`src/aspd_defs.svh`:
```
// register offsets, reset values, limits and scaling constants
`ifndef ASPD_DEFS_SVH
`define ASPD_DEFS_SVH
`define ASPD_OFS_BIAS 16'h0110
`define ASPD_OFS_CUTOFF 16'h0111
`define ASPD_OFS_DEAD 16'h0112
`define ASPD_OFS_DRIFT 16'h0113
`define ASPD_OFS_FSPEED 16'h0114
`define ASPD_OFS_RAW 16'h0115
`define ASPD_OFS_COND 16'h0116
`define ASPD_OFS_SPEED 16'h0117
`define ASPD_RST_BIAS 16'h0000
`define ASPD_RST_CUTOFF 16'h000a
`define ASPD_RST_DEAD 16'h0032
`define ASPD_RST_DRIFT 16'h0000
`define ASPD_RST_FSPEED 16'h0064
`define ASPD_MAX_BIAS 16'h0672
`define ASPD_MAX_CUTOFF 16'h07d0
`define ASPD_MAX_DEAD 16'h03e8
`define ASPD_MAX_DRIFT 16'h03e8
`define ASPD_MAX_FSPEED 16'h0bb8
`define ASPD_FULL_SCALE_MV 3300
`define ASPD_RECIP_Q32 21'h13_dc02
`define ASPD_TWO_PI_Q16 411775
`define ASPD_SAMPLE_HZ 10000
`define ASPD_ALPHA_ONE 17'h1_0000
`define ASPD_COND_MAX 18'h0_7fff
`endif

```
`src/aspd_pkg.sv`:
```
// shared types of the analogue speed input conditioner
`default_nettype none
package aspd_pkg;
  typedef logic [15:0] aspd_word_t;
  typedef logic signed [17:0] aspd_wide_t;
  typedef logic [16:0] aspd_alpha_t;
endpackage
`default_nettype wire

```
`src/aspd_top.sv`:
```
// analogue speed input conditioner with its holding registers
`timescale 1ns/10ps
`default_nettype none
`include "aspd_defs.svh"
// What this block does
// - Holds input bias in mV, 0 to 1650, reset 0, applied in conditioning.
// - Low-pass filters the input; cut-off 0 to 2000 Hz, reset 10.
// - Holds a dead zone in mV, 0 to 1000, reset 50.
// - Subtracts a zero-drift correction in mV, 0 to 1000, reset 0.
// - Full-scale speed at 3.3 V, 0 to 3000 RPM, reset 100.
// - Raw sampled input voltage in mV readable at offset 0x115.
// - Conditioned voltage in mV readable at offset 0x116.
// - Resulting speed in RPM readable at offset 0x117.
module aspd_top
  import aspd_pkg::*;
#(
  parameter int unsigned SAMPLE_HZ = `ASPD_SAMPLE_HZ
)
(
  // clock and reset
  input wire logic clk,
  input wire logic reset_n,
  input wire logic ce,
  // sampled input voltage from the converter logic, same clock
  input wire logic sample_valid,
  input wire aspd_word_t sample_mv,
  // holding register port
  input wire logic reg_wr_en,
  input wire logic reg_rd_en,
  input wire aspd_word_t reg_addr,
  input wire aspd_word_t reg_wdata,
  output aspd_word_t reg_rdata,
  output logic reg_rvalid,
  output logic reg_err,
  // speed command out
  output aspd_word_t speed_rpm,
  output logic speed_valid
);
  localparam int unsigned COEF_INT = `ASPD_TWO_PI_Q16 / SAMPLE_HZ;
  localparam logic [15:0] COEF_PER_HZ = 16'(COEF_INT);

  // the coefficient approximation needs at least one lsb per hertz
  generate
    if (SAMPLE_HZ < 1 || COEF_INT < 1 || COEF_INT > 65535)
    begin : g_bad_rate
      $error("aspd_top: SAMPLE_HZ out of range");
    end
  endgenerate

  aspd_word_t bias_r, bias_nxt;
  aspd_word_t cutoff_r, cutoff_nxt;
  aspd_word_t dead_r, dead_nxt;
  aspd_word_t drift_r, drift_nxt;
  aspd_word_t fspeed_r, fspeed_nxt;
  aspd_word_t raw_r, raw_nxt;
  aspd_word_t cond_r, cond_nxt;
  aspd_word_t speed_r, speed_nxt;
  aspd_word_t rdata_r, rdata_nxt;
  logic rvalid_r, rvalid_nxt;
  logic err_r, err_nxt;
  logic cond_vld_r, cond_vld_nxt;
  logic spd_vld_r, spd_vld_nxt;
  aspd_word_t filt;
  logic filt_valid;
  aspd_alpha_t alpha;
  logic [31:0] coef;
  aspd_wide_t corr;
  logic [16:0] corr_mag;
  logic cond_neg_r, cond_neg_nxt;
  logic [16:0] cond_mag_r, cond_mag_nxt;
  logic [28:0] scaled;
  logic [49:0] quot;
  logic [17:0] spd_mag;
  logic [15:0] spd_sat;

  // limit a write to the documented maximum rather than refuse it
  function automatic aspd_word_t clamp(input aspd_word_t v,
                                       input aspd_word_t lim);
    clamp = (v > lim) ? lim : v;
  endfunction

  // cut-off to q16 coefficient; zero or too high a cut-off bypasses
  always_comb
  begin
    coef = cutoff_r * COEF_PER_HZ;
    if (cutoff_r == 16'h0000 || coef >= 32'h0001_0000)
      alpha = `ASPD_ALPHA_ONE;
    else
      alpha = coef[16:0];
  end

  aspd_lpf u_lpf (
    .clk(clk),
    .reset_n(reset_n),
    .ce(ce),
    .in_valid(sample_valid),
    .x(sample_mv),
    .alpha(alpha),
    .y(filt),
    .out_valid(filt_valid)
  );

  // register writes and reads
  always_comb
  begin
    bias_nxt = bias_r;
    cutoff_nxt = cutoff_r;
    dead_nxt = dead_r;
    drift_nxt = drift_r;
    fspeed_nxt = fspeed_r;
    rdata_nxt = rdata_r;
    rvalid_nxt = reg_rd_en;
    err_nxt = 1'b0;
    if (reg_wr_en)
    begin
      case (reg_addr)
        `ASPD_OFS_BIAS: bias_nxt = clamp(reg_wdata, `ASPD_MAX_BIAS);
        `ASPD_OFS_CUTOFF:
          cutoff_nxt = clamp(reg_wdata, `ASPD_MAX_CUTOFF);
        `ASPD_OFS_DEAD: dead_nxt = clamp(reg_wdata, `ASPD_MAX_DEAD);
        `ASPD_OFS_DRIFT:
          drift_nxt = clamp(reg_wdata, `ASPD_MAX_DRIFT);
        `ASPD_OFS_FSPEED:
          fspeed_nxt = clamp(reg_wdata, `ASPD_MAX_FSPEED);
        default: err_nxt = 1'b1;
      endcase
    end
    if (reg_rd_en)
    begin
      case (reg_addr)
        `ASPD_OFS_BIAS: rdata_nxt = bias_r;
        `ASPD_OFS_CUTOFF: rdata_nxt = cutoff_r;
        `ASPD_OFS_DEAD: rdata_nxt = dead_r;
        `ASPD_OFS_DRIFT: rdata_nxt = drift_r;
        `ASPD_OFS_FSPEED: rdata_nxt = fspeed_r;
        `ASPD_OFS_RAW: rdata_nxt = raw_r;
        `ASPD_OFS_COND: rdata_nxt = cond_r;
        `ASPD_OFS_SPEED: rdata_nxt = speed_r;
        default:
        begin
          rdata_nxt = 16'h0000;
          err_nxt = 1'b1;
        end
      endcase
    end
  end

  // drift and bias subtracted from the filtered voltage, then dead zone
  always_comb
  begin
    raw_nxt = sample_valid ? sample_mv : raw_r;
    corr = $signed({2'b00, filt}) - $signed({2'b00, drift_r})
           - $signed({2'b00, bias_r});
    corr_mag = corr[17] ? 17'(-corr) : corr[16:0];
    cond_vld_nxt = filt_valid;
    cond_neg_nxt = cond_neg_r;
    cond_mag_nxt = cond_mag_r;
    cond_nxt = cond_r;
    if (filt_valid)
    begin
      if (corr_mag <= {1'b0, dead_r})
      begin
        cond_neg_nxt = 1'b0;
        cond_mag_nxt = 17'h0_0000;
        cond_nxt = 16'h0000;
      end
      else
      begin
        cond_neg_nxt = corr[17];
        // a large input saturates to keep the reading sign-correct
        if (corr > $signed(`ASPD_COND_MAX))
          cond_nxt = 16'h7fff;
        else
          cond_nxt = corr[15:0];
        cond_mag_nxt = (corr_mag > 17'(`ASPD_COND_MAX)) ?
                       17'(`ASPD_COND_MAX) : corr_mag;
      end
    end
  end

  // speed = mag * full scale / 3300 by reciprocal, sign restored after
  always_comb
  begin
    scaled = cond_mag_r[16:0] * fspeed_r[11:0];
    quot = scaled * `ASPD_RECIP_Q32;
    spd_mag = quot[49:32];
    spd_sat = (spd_mag > 18'h0_7fff) ? 16'h7fff : spd_mag[15:0];
    spd_vld_nxt = cond_vld_r;
    speed_nxt = speed_r;
    if (cond_vld_r)
      speed_nxt = cond_neg_r ? 16'(-spd_sat) : spd_sat;
  end

  always_ff @(posedge clk or negedge reset_n)
  begin
    if (!reset_n)
    begin
      bias_r <= `ASPD_RST_BIAS;
      cutoff_r <= `ASPD_RST_CUTOFF;
      dead_r <= `ASPD_RST_DEAD;
      drift_r <= `ASPD_RST_DRIFT;
      fspeed_r <= `ASPD_RST_FSPEED;
      raw_r <= 16'h0000;
      cond_r <= 16'h0000;
      speed_r <= 16'h0000;
      rdata_r <= 16'h0000;
      rvalid_r <= 1'b0;
      err_r <= 1'b0;
      cond_vld_r <= 1'b0;
      spd_vld_r <= 1'b0;
      cond_neg_r <= 1'b0;
      cond_mag_r <= 17'h0_0000;
    end
    else if (ce)
    begin
      bias_r <= bias_nxt;
      cutoff_r <= cutoff_nxt;
      dead_r <= dead_nxt;
      drift_r <= drift_nxt;
      fspeed_r <= fspeed_nxt;
      raw_r <= raw_nxt;
      cond_r <= cond_nxt;
      speed_r <= speed_nxt;
      rdata_r <= rdata_nxt;
      rvalid_r <= rvalid_nxt;
      err_r <= err_nxt;
      cond_vld_r <= cond_vld_nxt;
      spd_vld_r <= spd_vld_nxt;
      cond_neg_r <= cond_neg_nxt;
      cond_mag_r <= cond_mag_nxt;
    end
  end

  assign reg_rdata = rdata_r;
  assign reg_rvalid = rvalid_r;
  assign reg_err = err_r;
  assign speed_rpm = speed_r;
  assign speed_valid = spd_vld_r;
endmodule
`default_nettype wire

```
`src/aspd_lpf.sv`:
```
// first-order low-pass filter on the sampled input voltage
`timescale 1ns/10ps
`default_nettype none
`include "aspd_defs.svh"
module aspd_lpf
  import aspd_pkg::*;
(
  // clock and reset
  input wire logic clk,
  input wire logic reset_n,
  input wire logic ce,
  // sample in
  input wire logic in_valid,
  input wire aspd_word_t x,
  input wire aspd_alpha_t alpha,
  // filtered out
  output aspd_word_t y,
  output logic out_valid
);
  logic [31:0] acc_r;
  logic [31:0] acc_nxt;
  logic valid_r;
  logic valid_nxt;
  logic signed [32:0] diff;
  logic signed [50:0] prod;

  // q16 accumulator; alpha of one means the filter is bypassed
  always_comb
  begin
    diff = $signed({1'b0, x, 16'h0000}) - $signed({1'b0, acc_r});
    prod = diff * $signed({1'b0, alpha});
    acc_nxt = acc_r;
    valid_nxt = 1'b0;
    if (in_valid)
    begin
      valid_nxt = 1'b1;
      if (alpha >= `ASPD_ALPHA_ONE)
        acc_nxt = {x, 16'h0000};
      else
        acc_nxt = acc_r + prod[47:16];
    end
  end

  always_ff @(posedge clk or negedge reset_n)
  begin
    if (!reset_n)
    begin
      acc_r <= 32'h0000_0000;
      valid_r <= 1'b0;
    end
    else if (ce)
    begin
      acc_r <= acc_nxt;
      valid_r <= valid_nxt;
    end
  end

  assign y = acc_r[31:16];
  assign out_valid = valid_r;
endmodule
`default_nettype wire

```
`config.mk`:
```
export PLATFORM = sky130hd
export DESIGN_NAME = aspd_top
export DESIGN_NICKNAME = d
export VERILOG_FILES = /design/src/aspd_pkg.sv /design/src/aspd_top.sv /design/src/aspd_lpf.sv
export VERILOG_INCLUDE_DIRS = /design/src
export SDC_FILE = /design/constraint.sdc
export NUM_CORES = 2
export LEC_CHECK = 0
export ABC_CLOCK_PERIOD_IN_PS = 13910
export BUFFER_PORTS_ARGS = -buffer_cell sky130_fd_sc_hd__buf_2
export CAP_MARGIN = 15
export CORE_AREA = 2 2 352 284
export CTS_CLUSTER_SIZE = 28
export DETAILED_ROUTE_END_ITERATION = 8
export DIE_AREA = 0 0 354 286
export GPL_TIMING_DRIVEN = 0
export PLACE_DENSITY = 0.69
export SYNTH_ARGS = -nofsm -noshare
export SYNTH_HDL_FRONTEND = slang
export SYNTH_SLANG_ARGS = --single-unit
```
`constraint.sdc`:
```
create_clock -name clk -period 13.91 [get_ports clk]
set_input_delay 3.4775 -clock clk [delete_from_list [all_inputs] [get_ports clk]]
set_output_delay 3.4775 -clock clk [all_outputs]
set_load 0.02 [all_outputs]
```
---- After elaboration in Yosys (flattened, before gate mapping) ----
Index checks and enable logic that the tools add are counted.
word-level totals
  output and inout port bits .............. 35
  input bits .............................. 54
  register bits ........................... 199
  word-level logic and storage cells ...... 78
operators by class
  reduce and logical (&&, ||, !) cells .... 13
  equal/unequal tests ..................... 8
  $add $sub $neg .......................... 6
  $lt $le $gt $ge ......................... 10
  $mul .................................... 4
  multiplexer cells ....................... 20
operators with widths
  kind                                                                      number
  16-bit by 9-bit == test with 1-bit output (second input constant)         8
  16-bit two-way mux                                                        8
  16-bit case mux with 8 select lines                                       1
  17-bit two-way mux                                                        4
  29-bit by 20-bit multiplier with 49-bit output (second input constant)    1
  33-bit by 18-bit multiplier with 48-bit output                            1
  32-bit by 32-bit subtractor with 33-bit output                            1
  32-bit adder                                                              1
  16-bit by 11-bit > comparator with 1-bit output (second input constant)   2
  32-bit two-way mux                                                        1
  17-bit by 12-bit multiplier with 29-bit output                            1
  22-bit by 17-bit >= comparator with 1-bit output (second input constant)  1
  16-bit by 6-bit multiplier with 22-bit output (second input constant)     1
  18-bit by 15-bit > comparator with 1-bit output (second input constant)   1
  18-bit by 16-bit > comparator with 1-bit output (second input constant)   1
  17-bit by 17-bit subtractor with 18-bit output                            1
  17-bit >= comparator (second input constant)                              1
  17-bit by 15-bit > comparator with 1-bit output (second input constant)   1
  17-bit by 16-bit <= comparator with 1-bit output                          1
  17-bit negator                                                            1
  16-bit by 16-bit subtractor with 17-bit output                            1
  16-bit by 10-bit > comparator with 1-bit output (second input constant)   1
  16-bit by 12-bit > comparator with 1-bit output (second input constant)   1
  16-bit zero test                                                          1
  7 further kinds                                                           19

---- Logic depth before layout (Yosys ltp) ----
  word-level depth ........................ 7
  gate-level depth with buffers ........... 57
  mapped depth without buffers ............ 53

---- By module ----
Synthesis repeated with hierarchy kept, for this count alone.
unflattened totals
  cell total of the unflattened synthesis .. 5673
  area, all modules ....................... 49658.9 µm²
by module, submodules not included
  module    cells each  area an instance (µm²)  instances
  aspd_top  3059        27163.6                 1
  aspd_lpf  2614        22495.3                 1

---- Least setup slack after synthesis ----
OpenSTA, ideal clock, no wires.
  path type ............................... input to register
  start ................................... input sample_mv[0]
  end ..................................... register u_lpf.acc_r[31]
  stages .................................. 43
  path buffers ............................ 1
  setup slack ............................. 726 ps
  data required time ...................... 13785 ps
  library setup time ...................... 125 ps
  arrival time ............................ 13059 ps
  cells stage by stage .................... ha_1 nor3b_1 and4b_1 a31oi_1 o21bai_1 a211o_1 a41oi_1 o21ai_0 a21o_1 a21o_1 xor2_1 clkbuf_1 nand2_1 fa_1 inv_1 fa_1 inv_1 fa_1 [... 7 more ...] o221a_2 a21boi_0 o21ai_0 nand2b_1 xor2_1 ha_1 a21o_1 a21oi_1 o21bai_1 a21o_1 a21oi_1 o21ai_0 a41o_1 a311oi_1 or3_1 a21o_1 a31oi_1 mux2_2
on the way
  word-level cells in the longest chain between the ends .. 4
ends and longest elaborated chain
  what                                            RTL line        RTL
  from (decl)                                     aspd_top.sv:26  input wire aspd_word_t sample_mv,
  32-bit by 32-bit subtractor with 33-bit output  aspd_lpf.sv:30  diff = $signed({1'b0, x, 16'h0000}) - $signed({1'b0, acc_r});
  33-bit by 18-bit multiplier with 48-bit output  aspd_lpf.sv:31  prod = diff * $signed({1'b0, alpha});
  32-bit adder                                    aspd_lpf.sv:40  acc_nxt = acc_r + prod[47:16];
  32-bit two-way mux                              aspd_lpf.sv:37  if (alpha >= `ASPD_ALPHA_ONE)
  to (signal assigned)                            aspd_lpf.sv:53  acc_r <= acc_nxt;
  to (decl)                                       aspd_lpf.sv:20  logic [31:0] acc_r;
No other way between the ends.
A chain may end at the register's enable or synchronous reset.

---- Worst setup path after layout ----
Ends and elaborated chain as after synthesis.

==> run summary <==
Post-Syn Area per Cell - 8.65 µm²
Status - completed
Critical Path Max Stage Delay - 0.54 ns
Final setup TNS - 0 ns
Max Fanout on Critical Path - 7
Minimum clock period after layout - 13.54 ns
Final Util - 53.5%
Global Route Usage Sum - 29.9%
CTS HTree Levels - 4
DRT iter0 DRCs - 3,717
Ys flop type - dfrtp_1
Die H - 286 µm
Worst Setup Path Type - in -> reg
Syn_nets - 7,062
Pleak - 28.3 nW
Insertion delay to the later sink of the worst-skew pair - 0.47 ns
P_sw - 0.974 mW
Number of enable flip-flop cells after synthesis - 0
Most frequent CP cell - fa_1
Pins Over Slew Limit - 0
Critical Path AT - 13.89 ns
Sequential share of the synthesized area - 10.3%
Antenna Nets Post-Route - 0
CP required - 14.26 ns
Seq cells post-synth - 199
CP Capture Type - flop
I/O pin count - 89
Avg Vias per Cell - 5.57
Layout area overhead - 8.00%
Cell Pwr Density - 41.8 mW/mm²
Clock sinks - 199
Clock power share - 23.6%
Die area - 0.101 mm²
Port Buf Inserts - 82
Post-Route WL - 149,000 µm
Final Hold Viols - 0
Residual DRC - 0
Clock root buffer - clkbuf_16
Post-synthesis async set-or-reset flop share - 100%
Setup crit start kind - primary input
Routed vias - 39,412
Layout cells sized above 1 - 6.74%
Final setup fails - 0
Gate power share - 44.8%
Crit-path slowest cell - fa_1
Largest net degree at the start of global routing - 105
Clock skew - 0.0120 ns
Worst slew margin - 10.5%
Reg power frac - 31.6%
Core ar. - 0.0979 mm²
Slew of the pin with the lowest slew margin - 1.33 ns
CTS max path bufs - 2
Average wire per cell in the routed design - 21.1 µm
Setup WS post-layout - 0.372 ns
Int Pwr - 1.22 mW
Dpl hpwl - 126,000 µm
Post-Synthesis Cells - 5,603
Initial Util - 49.5%
Post-Place Worst Slack - -1.59 ns
Multi-input logic area - 0.0386 mm²
Post-Syn Area - 0.0485 mm²
Placement row count - 103
Layout net count - 7,201
Switching Fraction - 44.5%
TritonCTS clock tree - done
Fill cells - 9,128
YS warnings - 0
Overflow after GRT - 0
CTS Hold Bufs - 0
Vias in the first global route - 39,365
Placer Congestion - 0.986
F_max - 0.0739 GHz
Final cycle utilization of the critical path - 97.3%
WHS - 0.476 ns
CTS Buf Count - 17
Register area - 0.00501 mm²
Distinct cells, synth - 92
VDD IR max - 57.9 µV
First-pass GRT wire length - 233,000 µm
Initial antenna violation count - 13
Max Cap Violations - 0
DRT Pass-1 Iters - 8
Worst-path clk slew - 0.08 ns
Worst hold path class - reg -> reg
Overall Power - 2.19 mW
Chip Width - 354 µm
## cell families (layout without fill, tap and decap cells)
group | Yosys count | in the layout | synth area share (%)
compound gates | 765 | 765 | 10.3
xor+xnor | 221 | 221 | 3.99
other cells | 0 | 10 | 0
mux | 25 | 25 | 0.524
flops | 199 | 199 | 10.3
buf+inv | 1457 | 1609 | 11.4
simple gates | 1531 | 1531 | 14.2
fa+ha+maj | 1405 | 1405 | 49.3
## metrics by stage
stage          instance area (µm²)  std cells
2_1_floorplan                48500       5603
6_report                     52400       7077
5_1_grt                      52400       7071
3_3_place_gp                 50500       6997
3_5_place_dp                 50700       7007
4_1_cts                      51500       7033
## registers in the layout (all words and copies together) (netlist names)
| name | flops |
|---|---|
| cond_neg_r | 1 |
| speed_valid | 1 |
| raw_r | 16 |
| dead_r | 16 |
| reg_err | 1 |
| cond_r | 16 |
| u_lpf.out_valid | 1 |
| bias_r | 16 |
| reg_rvalid | 1 |
| reg_rdata | 16 |
| u_lpf.acc_r | 32 |
| speed_rpm | 16 |
| cond_vld_r | 1 |
| cutoff_r | 16 |
| cond_mag_r | 17 |
| fspeed_r | 16 |
| drift_r | 16 |
## power groups by stage
| stage | Clock (mW) | Sequential (mW) | Combinational, mW |
|---|---|---|---|
| global placement | 0 | 0.696 | 0.880 |
| global route | 0.541 | 0.695 | 1.07 |
| floorplan | 0 | 0.668 | 0.601 |
| detailed placement | 0 | 0.696 | 0.891 |
| finish | 0.516 | 0.693 | 0.981 |
| CTS | 0.517 | 0.685 | 0.911 |
## cells in the mapped netlist (28+ instances only)
library cell	n	area share, %
a21o_1	109	1.7
ha_1	560	14
xor2_1	78	1.4
o21bai_1	28	0.43
fa_1	845	35
nor2b_1	40	0.52
and2_1	131	1.7
nor3_1	49	0.51
a21oi_1	169	1.7
dfrtp_1	191	9.9
o21ai_0	158	1.6
nand3_1	57	0.59
o21ai_1	32	0.33
nand2_1	777	6.0
xnor2_1	143	2.6
nor2_1	292	2.3
clkbuf_1	171	1.3
a31oi_1	45	0.58
and3_1	48	0.62
inv_1	1250	9.7
## cells in the final DEF, fill, tap and decap left out, types with 10 or more instances in the layout
cell,synthesis,routed
a21oi_1,169,165
nand2b_1,24,24
nor2b_1,40,39
mux2i_1,22,22
fa_1,845,843
a31oi_1,45,41
ha_1,560,554
a21o_1,109,108
o21bai_1,28,27
xnor2_2,0,13
o211ai_1,15,15
nor4_1,16,12
inv_1,1250,1249
and2_1,131,129
diode_2,0,10
o21ai_0,158,151
nand4_1,26,26
nand3_1,57,55
xnor2_1,143,126
o21ai_1,32,36
or3_1,17,16
clkbuf_16,0,17
o21a_1,26,26
and3_1,48,48
buf_4,1,61
o22a_1,10,10
buf_2,27,106
clkbuf_4,0,14
o31ai_1,10,10
a22o_1,22,22
a221oi_1,19,17
xor2_1,78,70
a22oi_1,26,26
dfrtp_1,191,181
nand2_1,777,774
clkbuf_1,171,101
clkbuf_2,0,29
nor3_1,49,46
nor2_1,292,290
a211oi_1,14,11
## critical path, delay by kind of cell
kind	cells	cell delay, ns
AOI/OAI and AO/OA	20	3.87
xor gates and xnor gates	2	0.47
adders and majority gates	9	3.93
buffers and inverters	5	0.47
muxes	1	0.26
and+or+nand+nor	7	1.36
## worst paths after layout
kind | start | to | slack, ns | cells past startpoint
setup / recovery | sample_mv[0] | u_lpf.acc_r[31] | 0.37 | 44
hold / removal | reg_rdata[13] | reg_rdata[13] | 0.48 | 1
setup reg to reg | cutoff_r[6] | u_lpf.acc_r[31] | 0.42 | 48
hold reg to reg | reg_rdata[13] | reg_rdata[13] | 0.48 | 1
max in group asynchronous | reset_n | u_lpf.acc_r[14] | 9.92 | 3
min in group asynchronous | reset_n | reg_rdata[11] | 2.84 | 1
## repair_timing
action | in CTS | in global routing
pin swaps | 2 | 19
resized for setup | 59 | 199
buffers inserted | 7 | 35
endpoints found under the setup margin | 28 | 31
## final cells by class
class	count	area share (%)
inverter	1252	8.98
tap	1312	3.13
sequential	199	9.56
clock buffer	17	0.812
multi-input combinational	3947	73.7
timing repair buffer	139	1.71
antenna	10	0.0478
buffer	186	1.72
clock inverter	15	0.334
## metal layers
layer  global-route usage, %  vias up  share of wire [%]
li1                        -    17733                  -
met5                       0        -              0.038
met1                    45.7    19687                 46
met3                    12.8      159                 14
met4                    4.94       10                1.4
met2                    39.2     1823                 38
Note: power is estimated with default switching activity, not from simulation.
